<file path="config.mk">
export PLATFORM = sky130hd
export DESIGN_NAME = measurement_error_classifier
export DESIGN_NICKNAME = d
export VERILOG_FILES = /design/src/include/err_class_pkg.sv /design/src/rtl/flag_sync.sv /design/src/rtl/measurement_error_classifier.sv
export SDC_FILE = /design/constraint.sdc
export NUM_CORES = 1
export LEC_CHECK = 0
export ABC_AREA = 1
export BUFFER_PORTS_ARGS = -buffer_cell sky130_fd_sc_hd__buf_2
export CAP_MARGIN = 25
export CORE_AREA = 2 2 91 93
export DETAILED_ROUTE_END_ITERATION = 8
export DIE_AREA = 0 0 93 95
export GPL_ROUTABILITY_DRIVEN = 0
export PLACE_DENSITY = 0.53
export SYNTH_ARGS = -nofsm -noshare
export SYNTH_HDL_FRONTEND = slang
export SYNTH_SLANG_ARGS = --single-unit
</file>
<file path="constraint.sdc">
create_clock -name clock -period 1.87 [get_ports clock]
set_input_delay 0.374 -clock clock [delete_from_list [all_inputs] [get_ports clock]]
set_output_delay 0.374 -clock clock [all_outputs]
set_load 0.02 [all_outputs]
</file>
<file path="src/include/err_class_pkg.sv">
// Package: error codes, limits and input kinds of the fault classifier
package err_class_pkg;

	// Error codes shown in place of the reading
	localparam logic [3:0] code_none        = 4'h0;
	localparam logic [3:0] code_input_over  = 4'h1;
	localparam logic [3:0] code_input_under = 4'h2;
	localparam logic [3:0] code_disp_over   = 4'h3;
	localparam logic [3:0] code_disp_under  = 4'h4;
	localparam logic [3:0] code_sys_fault   = 4'h7;
	localparam logic [3:0] code_sens_fault  = 4'h9;
	localparam logic [3:0] code_calc_fault  = 4'hb;

	// Display limits in digits
	localparam logic signed [23:0] disp_max = 24'sd9999;
	localparam logic signed [23:0] disp_min = -24'sd1999;

	// Loop current floor in microamperes
	localparam int unsigned loop_min_ua = 4000;
	localparam logic [15:0] loop_min    = 16'(loop_min_ua);

	// Input kinds
	localparam logic [2:0] kind_voltage = 3'h0;
	localparam logic [2:0] kind_live0   = 3'h1;
	localparam logic [2:0] kind_cur0    = 3'h2;
	localparam logic [2:0] kind_rtd     = 3'h3;
	localparam logic [2:0] kind_tc      = 3'h4;
	localparam logic [2:0] kind_pulse   = 3'h5;

	// Synchroniser depth for outside levels
	localparam int unsigned sync_depth = 2;
	localparam int unsigned n_flags    = 9;

	// Index of each synchronised flag
	localparam int unsigned f_adc_hi   = 0;
	localparam int unsigned f_adc_lo   = 1;
	localparam int unsigned f_open     = 2;
	localparam int unsigned f_short    = 3;
	localparam int unsigned f_cnt_ovf  = 4;
	localparam int unsigned f_cnt_unf  = 5;
	localparam int unsigned f_self     = 6;
	localparam int unsigned f_temp     = 7;
	localparam int unsigned f_calc     = 8;

endpackage

</file>
<file path="src/rtl/flag_sync.sv">
// Two-stage synchroniser for a group of level flags
`timescale 1ns/1ps
module flag_sync #(
	parameter int unsigned width = 9
) (
	input  wire logic             clock,
	input  wire logic             rst_b,
	input  wire logic [width-1:0] async_in,
	output logic      [width-1:0] sync_out
);

	typedef struct packed {
		logic [width-1:0] meta;
		logic [width-1:0] sync;
	} state_s;

	state_s state_r;
	state_s state_nxt;

	assign sync_out = state_r.sync;

	always_comb begin
		state_nxt      = state_r;
		state_nxt.meta = async_in;
		// First stage feeds only the second stage
		state_nxt.sync = state_r.meta;
	end

	always_ff @(posedge clock) begin
		if (!rst_b) begin
			state_r <= '0;
		end else begin
			state_r <= state_nxt;
		end
	end

endmodule // flag_sync

</file>
<file path="src/rtl/measurement_error_classifier.sv">
// Fault classifier choosing the error code that replaces the reading
//
// Operation
// - Over-range code when the input is above range or, for pulse input, the counter overflows.
// - Under-range code when input is below range, live-zero loop under 4 mA or pulse counter underflows.
// - Input range codes clear by themselves once the input is back in limits.
// - Live-zero short gives over-range and loop break under-range; RTD open or short shows the sensor-fault code.
// - Display-over code above 9999, cleared once the value is below 9999.
// - Display-under code below -1999, cleared once the value is above -1999.
// - Self-check or temperature failure shows the system-fault code.
// - Open or shorted RTD, or open thermocouple, shows the sensor-fault code.
// - A faulty value feeding the display computation shows the calc-fault code.
// - While any fault holds, the code replaces the numeric reading.
`timescale 1ns/1ps
module measurement_error_classifier (
	input  wire logic               clock,
	input  wire logic               rst_b,
	input  wire logic [2:0]         input_kind,
	input  wire logic               adc_above,
	input  wire logic               adc_below,
	input  wire logic [15:0]        loop_ua,
	input  wire logic               loop_valid,
	input  wire logic               sensor_open,
	input  wire logic               sensor_short,
	input  wire logic               cnt_overflow,
	input  wire logic               cnt_underflow,
	input  wire logic               self_check_fail,
	input  wire logic               temp_out_of_range,
	input  wire logic               calc_input_bad,
	input  wire logic signed [23:0] disp_value,
	input  wire logic               disp_valid,
	output logic                    fault_active,
	output logic [3:0]              err_code,
	output logic signed [23:0]      shown_value,
	output logic                    show_code
);

	////////////////////////////////////////////////////////////////////////
	// Synchronise front-end flags; value words are same-domain

	logic [err_class_pkg::n_flags-1:0] raw_flags;
	logic [err_class_pkg::n_flags-1:0] flags;

	assign raw_flags = {calc_input_bad, temp_out_of_range, self_check_fail,
		cnt_underflow, cnt_overflow, sensor_short, sensor_open,
		adc_below, adc_above};

	flag_sync #(
		.width(err_class_pkg::n_flags)
	) u_sync (
		.clock   (clock),
		.rst_b   (rst_b),
		.async_in(raw_flags),
		.sync_out(flags)
	);

	////////////////////////////////////////////////////////////////////////
	// State

	typedef enum logic [1:0] {
		st_ok    = 2'b01,
		st_fault = 2'b10
	} mode_e;

	typedef struct packed {
		mode_e              mode;
		logic               disp_over;
		logic               disp_under;
		logic               fault;
		logic [3:0]         code;
		logic signed [23:0] shown;
		logic               show;
	} state_s;

	state_s state_r;
	state_s state_nxt;

	logic is_rtd;
	logic is_tc;
	logic is_live0;
	logic is_pulse;
	logic in_over;
	logic in_under;
	logic sens_bad;
	logic sys_bad;
	logic calc_bad;
	logic [3:0] pick;

	////////////////////////////////////////////////////////////////////////
	// Classification

	always_comb begin
		is_rtd   = (input_kind == err_class_pkg::kind_rtd);
		is_tc    = (input_kind == err_class_pkg::kind_tc);
		is_live0 = (input_kind == err_class_pkg::kind_live0);
		is_pulse = (input_kind == err_class_pkg::kind_pulse);

		// Pure levels, so both range codes drop as soon as the cause goes
		in_over = flags[err_class_pkg::f_adc_hi]
			| (is_pulse & flags[err_class_pkg::f_cnt_ovf])
			| (is_rtd & flags[err_class_pkg::f_open])
			| (is_live0 & flags[err_class_pkg::f_short]);
		in_under = flags[err_class_pkg::f_adc_lo]
			| (is_pulse & flags[err_class_pkg::f_cnt_unf])
			| (is_live0 & loop_valid
				& (loop_ua < err_class_pkg::loop_min))
			| (is_rtd & flags[err_class_pkg::f_short])
			| (is_live0 & flags[err_class_pkg::f_open]);

		sens_bad = (is_rtd & (flags[err_class_pkg::f_open]
				| flags[err_class_pkg::f_short]))
			| (is_tc & flags[err_class_pkg::f_open]);
		sys_bad = flags[err_class_pkg::f_self]
			| flags[err_class_pkg::f_temp];
		calc_bad = flags[err_class_pkg::f_calc];

		state_nxt = state_r;

		// Display range flags: set beyond the limit, clear only once
		// strictly inside it, so exactly 9999 or -1999 holds the code
		if (disp_valid) begin
			if (disp_value > err_class_pkg::disp_max) begin
				state_nxt.disp_over = 1'b1;
			end else if (disp_value < err_class_pkg::disp_max) begin
				state_nxt.disp_over = 1'b0;
			end
			if (disp_value < err_class_pkg::disp_min) begin
				state_nxt.disp_under = 1'b1;
			end else if (disp_value > err_class_pkg::disp_min) begin
				state_nxt.disp_under = 1'b0;
			end
		end
		// Counter result overruns the display as well
		if (is_pulse & flags[err_class_pkg::f_cnt_ovf]) begin
			state_nxt.disp_over = 1'b1;
		end
		if (is_pulse & flags[err_class_pkg::f_cnt_unf]) begin
			state_nxt.disp_under = 1'b1;
		end

		// Fixed priority picks one code
		if (sys_bad) begin
			pick = err_class_pkg::code_sys_fault;
		end else if (sens_bad) begin
			pick = err_class_pkg::code_sens_fault;
		end else if (in_over) begin
			pick = err_class_pkg::code_input_over;
		end else if (in_under) begin
			pick = err_class_pkg::code_input_under;
		end else if (state_r.disp_over) begin
			pick = err_class_pkg::code_disp_over;
		end else if (state_r.disp_under) begin
			pick = err_class_pkg::code_disp_under;
		end else if (calc_bad) begin
			pick = err_class_pkg::code_calc_fault;
		end else begin
			pick = err_class_pkg::code_none;
		end

		state_nxt.code = pick;
		unique case (state_r.mode)
			st_ok: begin
				if (pick != err_class_pkg::code_none) begin
					state_nxt.mode = st_fault;
				end
			end
			st_fault: begin
				if (pick == err_class_pkg::code_none) begin
					state_nxt.mode = st_ok;
				end
			end
		endcase

		// Reading is blanked in favour of the code while a fault holds
		state_nxt.fault = (state_nxt.mode == st_fault);
		state_nxt.show  = (pick != err_class_pkg::code_none);
		if (pick == err_class_pkg::code_none) begin
			state_nxt.shown = disp_value;
		end else begin
			state_nxt.shown = '0;
		end
	end

	always_ff @(posedge clock) begin
		if (!rst_b) begin
			state_r      <= '0;
			state_r.mode <= st_ok;
		end else begin
			state_r <= state_nxt;
		end
	end

	assign fault_active = state_r.fault;
	assign err_code     = state_r.code;
	assign shown_value  = state_r.shown;
	assign show_code    = state_r.show;

endmodule // measurement_error_classifier

</file>
# [Word-level counts from Yosys, hierarchy flattened]
# Index checks and enable logic that the tools add are counted.
[classes] order_cmp=5 eq_ne=7 n_mux=17 n_bitwise=20 n_reduce_logical=9
[ops] op="4-bit two-way mux" n=7
[ops] op="24-bit by 12-bit greater-than comparator with 1-bit output (second input constant)" n=1
[ops] op="24-bit by 15-bit greater-than comparator with 1-bit output (second input constant)" n=1
[ops] op="24-bit by 12-bit less-than comparator with 1-bit output (second input constant)" n=1
[ops] op="24-bit by 15-bit less-than comparator with 1-bit output (second input constant)" n=1
[ops] op="16-bit by 12-bit less-than comparator with 1-bit output (second input constant)" n=1
[ops] op="1-bit AND" n=10
[ops] op="1-bit OR" n=10
[ops] op="3-bit == test (second input constant)" n=2
[ops] op="1-bit two-way mux" n=6
[ops] op="2-bit two-way mux" n=3
[ops] op="2-bit AND reduction" n=3
[ops] op="3-bit nonzero test" n=2
[ops] op="2-bit == test (second input constant)" n=2
[ops] op="4-bit logical NOT" n=1
[ops] op="2-bit one-hot mux with 2 select lines" n=1
[ops] op="2-bit nonzero test" n=2
[ops] op="4-bit nonzero test" n=1
[ops] op="3-bit by 1-bit == test with 1-bit output (second input constant)" n=1
[ops] op="3-bit by 2-bit == test with 1-bit output (second input constant)" n=1
[ops] op="2-bit by 1-bit == test with 1-bit output (second input constant)" n=1
[word_totals] register_bits=52 inputBits=56 out_inout_bits=30 elab_cells=67

# [Depth between registers and ports, before layout]
# Gate-level depths: netlist (run 1).
[depth] word_depth=14 mapped_depth=10 mapped_depth_nobuf=10

# [Hierarchy]
# Synthesis (run 1) repeated with hierarchy kept, for this count alone.
[unflattened] cells_unflattened=299 hier_area_um2=2239.6
[modules_own_cells] mod="measurement_error_classifier" n_inst=1 cells_each=243 area_each_um2=1710.4 seq_area_each_um2=640.6
[modules_own_cells] mod="flag_sync" n_inst=1 cells_each=56 area_each_um2=529.3 seq_area_each_um2=360.3

# [Worst setup path before layout (run 1)]
# No wires, ideal clock.
[synth_path] path_type="input-to-reg" start="in input_kind[1]" end="reg state_r (netlist bit shown_value[12])" setup_time_ns=0.061 t_arrival_ns=1.362 required_time_ns=1.809 setup_slack_ns=0.447 path_stages=9 path_buffers=1 path_cell_list="inv_1 nand4_1 nand2_2 nor2_2 nand3_2 nor2_4 nand4_4 buf_12 nor2_4"
[synth_via] elab_chain_len=12 elab_cells_between_ends=28 classes_between="4 x eq/ne; 4 x mux; 18 x bitwise; 2 x reduce/logical"
[synth_lines] item="start, declared" line_no="measurement_error_classifier.sv:18" source="input wire logic [2:0] input_kind,"
[synth_lines] item="3-bit == test or 3-bit by 1-bit == test with 1-bit output (tied branches)" line_no="measurement_error_classifier.sv:96, measurement_error_classifier.sv:95"
[synth_lines] item="1-bit AND, on equally long branches" line_no="measurement_error_classifier.sv:104, measurement_error_classifier.sv:105"
[synth_lines] item="1-bit OR or 1-bit AND (tied branches)" line_no="measurement_error_classifier.sv:104, measurement_error_classifier.sv:106"
[synth_lines] item="1-bit OR" line_no="measurement_error_classifier.sv:105" source="| (is_live0 & loop_valid"
[synth_lines] item="1-bit OR" line_no="measurement_error_classifier.sv:107" source="| (is_rtd & flags[err_class_pkg::f_short])"
[synth_lines] item="1-bit OR" line_no="measurement_error_classifier.sv:108" source="| (is_live0 & flags[err_class_pkg::f_open]);"
[synth_lines] item="4-bit two-way mux" line_no="measurement_error_classifier.sv:148" source="end else if (in_under) begin"
[synth_lines] item="4-bit two-way mux" line_no="measurement_error_classifier.sv:146" source="end else if (in_over) begin"
[synth_lines] item="4-bit two-way mux (*)" line_no="measurement_error_classifier.sv:144" source="end else if (sens_bad) begin"
[synth_lines] item="4-bit two-way mux (*)" line_no="measurement_error_classifier.sv:142" source="if (sys_bad) begin"
[synth_lines] item="4-bit logical NOT (*)" line_no="measurement_error_classifier.sv:177" source="if (pick == err_class_pkg::code_none) begin"
[synth_lines] item="2-bit AND reduction (no line) (*)"
[synth_lines] item="end signal, assigned" line_no="measurement_error_classifier.sv:189" source="state_r <= state_nxt;"
[synth_lines] item="end, declared" line_no="measurement_error_classifier.sv:75" source="state_s state_r;"
# Every way passes the cells marked *; elsewhere a longest branch is shown, timed or not.
# A chain may end at the register's enable or synchronous reset.

# [Worst setup path in the final report (run 1)]
[layout_path] start="reg u_sync.state_r (netlist bit u_sync.sync_out[4])" end="reg state_r (netlist bit shown_value[0])"
[layout_via] elab_chain_len=9
[layout_lines] item="start, declared" line_no="flag_sync.sv:17" source="state_s state_r;"
[layout_lines] item="start signal, assigned" line_no="flag_sync.sv:33" source="state_r <= state_nxt;"
[layout_lines] item="1-bit AND" line_no="measurement_error_classifier.sv:100" source="| (is_pulse & flags[err_class_pkg::f_cnt_ovf])"
[layout_lines] item="1-bit OR" line_no="measurement_error_classifier.sv:100"
[layout_lines] item="1-bit OR" line_no="measurement_error_classifier.sv:101" source="| (is_rtd & flags[err_class_pkg::f_open])"
[layout_lines] item="1-bit OR" line_no="measurement_error_classifier.sv:102" source="| (is_live0 & flags[err_class_pkg::f_short]);"
[layout_lines] item="4-bit two-way mux" line_no="measurement_error_classifier.sv:146"
[layout_lines] item="4-bit two-way mux" line_no="measurement_error_classifier.sv:144"
[layout_lines] item="4-bit two-way mux" line_no="measurement_error_classifier.sv:142"
[layout_lines] item="4-bit logical NOT" line_no="measurement_error_classifier.sv:177"
[layout_lines] item="2-bit AND reduction (no line)"
# Every way passes these cells.

==> summary.md, run 1 <==
| Metric | Value |
|---|---|
| Run status | finished clean |
| Initial DRC count | 21 |
| Clock-pin slew on the worst setup and hold paths | ~0.090 ns |
| Post-layout nets | approximately 400 |
| Finished Cell Area | about 0.0027 sq mm |
| Sink Count | 50 |
| Gr usage total | approximately a tenth |
| TritonCTS clock tree | built |
| Final setup viols | 0 |
| Drt via density | between 3 and 4 |
| Worst-Skew Late Latency | about 0.3 ns |
| R2r endpoint | shown_value[0] |
| Largest net degree at the start of global routing | 25 |
| Grt total ovfl | 0 |
| CORE AREA | around 0.0079 sq mm |
| Io pins | 86 |
| Top Usage Layer GRT | met2 |
| Vias in the first global route | approximately 1.6k |
| Post-cts sizing count | 0 |
| Setup bufs post-CTS | 0 |
| Clock period minus worst slack | ~1.5 ns |
| Routing usage on met1 | 10.8% |
| Pre-CTS setup slack | 0.0599 ns |
| Yosys Warn Count | 0 |
| Placed cell area | between 0.002 and 0.003 sq mm |
| Non-Filler Instances | between 400 and 500 |
| Total power draw | roughly 2.3 mW |
| Final setup margin | 0.373 ns |
| Unrepaired setup endpoints after global routing | false |
| FF-to-FF setup slack | approximately 0.37 ns |
| CP Launch Type | flip-flop |
| Setup TNS | 0 ns |
| DR pass1 iterations | 4 |
| Syn_area_per_cell | approximately 8 sq um |
| Max frequency | ~0.67 GHz |
| Clock Root Buffer | clkbuf_8 |
| CP Capture Type | flip-flop |
| Worst Path Required | between 2 and 2.5 ns |
| Final Util | between 30% and 40% |
| DRC | 0 |
| Post-Syn Area | 0.00229 sq mm |
| Via count | between 1.5k and 2k |
| Hold Crit Start | adc_above |
| H-tree depth | 2 |
| Layout area overhead | 17.9% |
| Final Hold Viols | 0 |
| Worst Tran Pin Value | between 0.2 and 0.3 ns |
| Min-Delay Endpoint | u_sync.state_nxt[0] |
| Fillers | a little under 900 |
| Worst Hold Class | primary input to flip-flop |
| Cell count after synthesis | about 280 |
| Critical path peak fanout | 24 |
| Reg2reg start | u_sync.sync_out[4] |
| Top cells by area, synth | dfxtp_1 (44%), nor2_4 (10%), inv_1 (9.8%) |
| Die X | just over 90 microns |
| Placed cell count | 438 |
| TritonCTS Buffers | 5 |
| Full die area | roughly 0.0088 sq mm |
| Initial antenna violation count | 0 |
| Worst Clk Skew | roughly 0.007 ns |
| Slew margin rel. | just over 80% |
| Post-DP HPWL | around 3.3 mm |
| Pins Over Slew Limit | 0 |
| Worst hold slack | approximately 0.25 ns |
| Crit path kind | flip-flop to flip-flop |
| # diodes | 0 |
| Met3 Usage GRT | 4.07% |
| Die height | roughly 95 microns |
| Met2 usage | 17.9% |
| Synth Register Bits | 50 |
| PortBufs | 80 |
| Post-synth top area share | between 40% and 50% |
| Largest area contributor in the netlist | dfxtp_1 |
| Critical path data arrival time | ~1.7 ns |
| DRT Wirelength | 4.01 mm |
| Pleak | 1.48 nW |
| WL/cell | around 9.0 microns |
| Core Rows | 33 |
| Syn_nets | 340 |
| Share of cells above drive strength 1 | 36.4% |
| ANT nets after route | 0 |
| Hold Path Stages | 3 |
| Peak VDD IR | 0.314 mV |
| Register area share after synthesis | between 40% and 50% |
| Library cells used by synthesis | 23 |
| Crit share post-route | about four fifths |
| FF-to-FF path depth | 7 |
| Starting Density | between 20% and 30% |
| # hold bufs at CTS | 0 |
| First-pass GRT wire length | approximately 7 mm |
| Worst-case clock buffer depth | 2 |
| Pwr/cell area | around 840 mW/mm^2 |
| Max_cap viols | 0 |
## cells by family (layout without fill, tap and decap cells)
| logic type | Yosys count | count (layout) | share of synthesized area, % |
|---|---|---|---|
| buf+inv | 95 | 152 | 21.6 |
| flops | 50 | 50 | 43.6 |
| simple gates | 133 | 133 | 33.4 |
| compound gates | 6 | 6 | 1.36 |
## worst max-delay path by stage
stage	from	to	slack, ns	depth (start not counted)
floorplan	input_kind[1]	shown_value[12]	0.45	9
global placement	input_kind[1]	shown_value[0]	0.13	9
detailed placement	input_kind[1]	shown_value[0]	0.06	9
CTS	u_sync.sync_out[4]	shown_value[0]	0.36	7
global route	u_sync.sync_out[3]	shown_value[0]	0.21	9
finish	u_sync.sync_out[4]	shown_value[0]	0.37	7
## flip-flops by register name, summed over array words and instances, names as in the netlist
name              count
err_code              4
fault_active          1
show_code             1
shown_value          24
state_r               2
u_sync.state_nxt      9
u_sync.sync_out       9
## cell usage in the layout (no fill, tap or decap), drive strengths merged
cell type,Yosys,final
a21oi,4,4
a31oi,1,1
buf,33,82
bufinv,0,1
clkbuf,0,5
clkinvlp,0,2
dfxtp,50,50
inv,62,62
nand2,50,50
nand3,12,12
nand3b,1,1
nand4,14,14
nor2,49,49
nor3,6,6
o21ai,1,1
or2,1,1
## synthesized netlist by cell type
master,instances
a21oi_1,4
a31oi_1,1
buf_1,2
buf_12,2
buf_2,1
buf_4,28
dfxtp_1,50
inv_1,60
inv_2,2
nand2_1,47
nand2_2,3
nand3_1,10
nand3_2,2
nand3b_1,1
nand4_1,13
nand4_4,1
nor2_1,25
nor2_2,3
nor2_4,21
nor3_1,5
nor3_2,1
o21ai_0,1
or2_2,1
## critical path, stage by stage, from the launching register on
cell and delay (ns):
dfxtp_1 0.31, nand4_1 0.14, nand2_2 0.10, nor3_2 0.22, nand3_2 0.16, nand4_4 0.12, buf_12 0.25, nor2_1 0.07
## layout make-up
cell class | count | area (sq um) | area share (%)
inverters | 62 | 233 | 8.61
flip-flops and latches | 50 | 1000 | 37.0
multi-input cells | 139 | 797 | 29.5
well taps | 105 | 131 | 4.86
clock inverters | 3 | 45.0 | 1.67
repair buffers | 82 | 428 | 15.8
clock buffers | 5 | 68.8 | 2.55
## metal layers
layer	routed length, microns	vias up
li1	-	925
met4	64	0
met5	0	-
met3	346	6
met1	1590	740
met2	2010	53
## power by group
part	internal, mW	switching, mW	total [mW]
logic	0.136	0.230	0.366
registers	1.13	0.0152	1.14
clock network	0.398	0.363	0.761
Note: power is estimated with default switching activity, not from simulation.
==> inputs of run 2 (changes only) <==
--- a/config.mk
+++ b/config.mk
@@ -12,7 +12,7 @@
 export DETAILED_ROUTE_END_ITERATION = 8
 export DIE_AREA = 0 0 93 95
 export GPL_ROUTABILITY_DRIVEN = 0
-export PLACE_DENSITY = 0.53
+export PLACE_DENSITY = 0.55
 export SYNTH_ARGS = -nofsm -noshare
 export SYNTH_HDL_FRONTEND = slang
 export SYNTH_SLANG_ARGS = --single-unit
==> constraint.sdc (replaced) <==
create_clock -name clock -period 1.3 [get_ports clock]
set_input_delay 0.26 -clock clock [delete_from_list [all_inputs] [get_ports clock]]
set_output_delay 0.26 -clock clock [all_outputs]
set_load 0.02 [all_outputs]
==> summary.md, run 2 (synthesis results as in run 1) <==
| Metric | Value |
|---|---|
| TritonCTS Buffers | 5 (unchanged) |
| DRC | 0 (unchanged) |
| Met2 usage | 19.8% (+1.9 points) |
| Failing checks | negative setup slack |
| Placed cell count | 461 (+5.3%) |
| Commonest non-fill, non-tap cell in the layout | buf_2 |
| Final setup viols | 26 (+26) |
| Routing usage on met1 | 10.6% (-0.21 points) |
| Clock Root Buffer | clkbuf_8 |
| NetSw | 0.868 mW (+43%) |
| Pwr/cell area | 1090 mW/mm^2 (+30%) |
| Most frequent cells in the layout | buf_2 (80), inv_1 (58), dfxtp_1 (48) |
| Flop pwr share | 51.4% (+1.1 points) |
| Switching share of power | 27.2% (+0.37 points) |
| Largest net degree at the start of global routing | 15 (-40%) |
| DR pass1 iterations | 4 (unchanged) |
| Final Hold Viols | 0 (unchanged) |
| Pleak | 1.62 nW (+9.6%) |
| Worst Tran Pin Value | 0.211 ns (-0.0804 ns) |
| Worst-case clock buffer depth | 2 (unchanged) |
| Worst Path Required | 1.50 ns (-0.56 ns) |
| Run status | finished, violations left |
| Top Usage Layer GRT | met2 |
| Fillers | 849 (-4.0%) |
| Critical path data arrival time | 1.61 ns (-0.07 ns) |
| Grt total ovfl | 0 (unchanged) |
| PortBufs | 80 (unchanged) |
| Full die area | 0.00884 sq mm (unchanged) |
| Met3 Usage GRT | 3.51% (-0.56 points) |
| Crit share post-route | 109% (+29 points) |
| Final Util | 37.1% (+3.0 points) |
| Sink Count | 50 (unchanged) |
| DRT Wirelength | 4.34 mm (+8.2%) |
| WL/cell | 9.19 microns (+2.2%) |
| Post-layout nets | 422 (+6.6%) |
| Initial antenna violation count | 0 (unchanged) |
| Final setup margin | -0.117 ns (-0.490 ns) |
| Share of cells above drive strength 1 | 43.6% (+7.2 points) |
| Slew margin rel. | 85.8% (+5.3 points) |
| Internal | 2.33 mW (+40%) |
| Crit path kind | flip-flop to flip-flop |
| CP Launch Type | flip-flop |
| Crit path max-delay family | simple AND/OR/NAND/NOR gates |
| Total power draw | 3.19 mW (+41%) |
| Worst-Skew Late Latency | 0.30 ns (about the same) |
| Max_cap viols | 0 (unchanged) |
| Area of the multi-input gates | 826 sq um (+3.6%) |
| Layout area overhead | 28.2% |
| Worst Hold Class | primary input to flip-flop |
| Worst Clk Skew | 0.00694 ns (+0.000130 ns) |
| TritonCTS clock tree | built |
| H-tree depth | 2 (unchanged) |
| Gr usage total | 10.3% (+0.31 points) |
| # diodes | 0 (unchanged) |
| Post-DP HPWL | 3.57 mm (+8.6%) |
| CP cell instances | nand4_1 > nand2_1 > nor2_2 > nand2_2 > inv_1 > nand3_2 > nand4_4 > buf_12 > nor2_4 |
| Peak VDD IR | 0.554 mV (+77%) |
| Max reg flops | 24 (unchanged) |
| ANT nets after route | 0 (unchanged) |
| CP Capture Type | flip-flop |
| Comb pwr share | 20.0% (+3.9 points) |
| Drt via density | 3.90 (+1.0%) |
| Die height | 95 microns (unchanged) |
| Max frequency | 0.706 GHz (+5.6%) |
| Non-Filler Instances | 472 (+5.8%) |
| Unrepaired setup endpoints after global routing | true |
| Die X | 93 microns (unchanged) |
| Core Rows | 33 (unchanged) |
| Clock-pin slew on the worst setup and hold paths | 0.08 ns (about the same) |
| Starting Density | 28.9% (unchanged) |
| Via count | 1,843 (+6.9%) |
| Vias in the first global route | 1,702 (+5.4%) |
| Crit-path max cell delay | 0.33 ns (+0.02 ns) |
| Register Area | 0.00100 sq mm (+0.25%) |
| Clock Power Share | 28.6% (-4.9 points) |
| CP max-delay cell | dfxtp_2 |
| Clock period minus worst slack | 1.42 ns (-0.0798 ns) |
| Initial DRC count | 38 (+81%) |
| First-pass GRT wire length | 7.05 mm (+0.69%) |
| Pins Over Slew Limit | 0 (unchanged) |
| Critical path peak fanout | 9 (-63%) |
| CORE AREA | 0.00793 sq mm (unchanged) |
| Worst path bufs/invs | 2 (+1) |
| Io pins | 86 (unchanged) |
## run 2: changes by cell type in the layout (fill, tap and decap cells not counted), moves of 2 or more
cell        before  now
nand2_2          3    5
nand2_1         47   45
clkinvlp_4       2    0
nor2_1          25   23
dfxtp_2          0    2
dfxtp_1         50   48
inv_1           60   58
buf_6            0    3
nand3_2          2    4
buf_4            1   23
inv_2            2    4
nand3_1         10    8
## run 2: area by class of cell
type                    instances  share of cell area (%)
flip-flops and latches         50                    34.1
multi-input cells             139                    28.1
repair buffers                108                    22.3
inverters                      62                    7.92
well taps                     105                    4.47
clock buffers                   7                    2.94
clock inverters                 1                   0.170
## run 2: per-layer routing
layer	routed length [microns]	part of all wire (%)	vias up
li1	-	-	982
met1	1640	38	814
met2	2400	55	43
met3	266	6.1	4
met4	33	0.76	0
met5	0	0	-
## run 2: repair_timing
item | 4_1_cts | 5_1_grt
pin swaps | 2 | 1
setup buffers | 1 | 1
gates resized for setup | 8 | 7
gates cloned | 1 | 0
hold buffers | 0 | 0
endpoints found under the setup margin | 26 | 30
## run 2: path summary, 6_finish.rpt
path,to,startpoint,slack [ns],cells after the start
max,shown_value[20],u_sync.sync_out[3],-0.12,9
min,u_sync.state_nxt[3],sensor_short,0.14,3
max reg2reg,shown_value[20],u_sync.sync_out[3],-0.12,9
min reg2reg,u_sync.sync_out[2],u_sync.state_nxt[2],0.41,2
## run 2: metrics by stage
step | setup WS, ns | hold slack, ns | instance area [sq um] | setup TNS (ns)
after floorplan | -0.000315 | 0.358 | 2290 | -0.00447
after global placement | -0.269 | 0.395 | 2760 | -7.10
after detailed placement | -0.278 | 0.395 | 2760 | -7.26
after CTS | -0.117 | 0.125 | 2910 | -2.79
after global routing | -0.231 | 0.128 | 2940 | -5.62
final | -0.117 | 0.142 | 2940 | -2.73
## run 2: worst reg2reg max path: cells and delay by family, from the launching register on
family,cells,cell delay (ns)
AND/OR/NAND/NOR,7,0.73
flip-flops,1,0.33
buffers and inverters,2,0.27
## run 2: power by group through the flow
stage / clock [mW] / sequential (mW) / combinational (mW)
5_1_grt: 1.04 / 1.65 / 0.707
3_5_place_dp: 0 / 1.68 / 0.599
3_3_place_gp: 0 / 1.68 / 0.588
4_1_cts: 0.969 / 1.64 / 0.641
2_1_floorplan: 0 / 1.69 / 0.421
6_report: 0.914 / 1.64 / 0.638
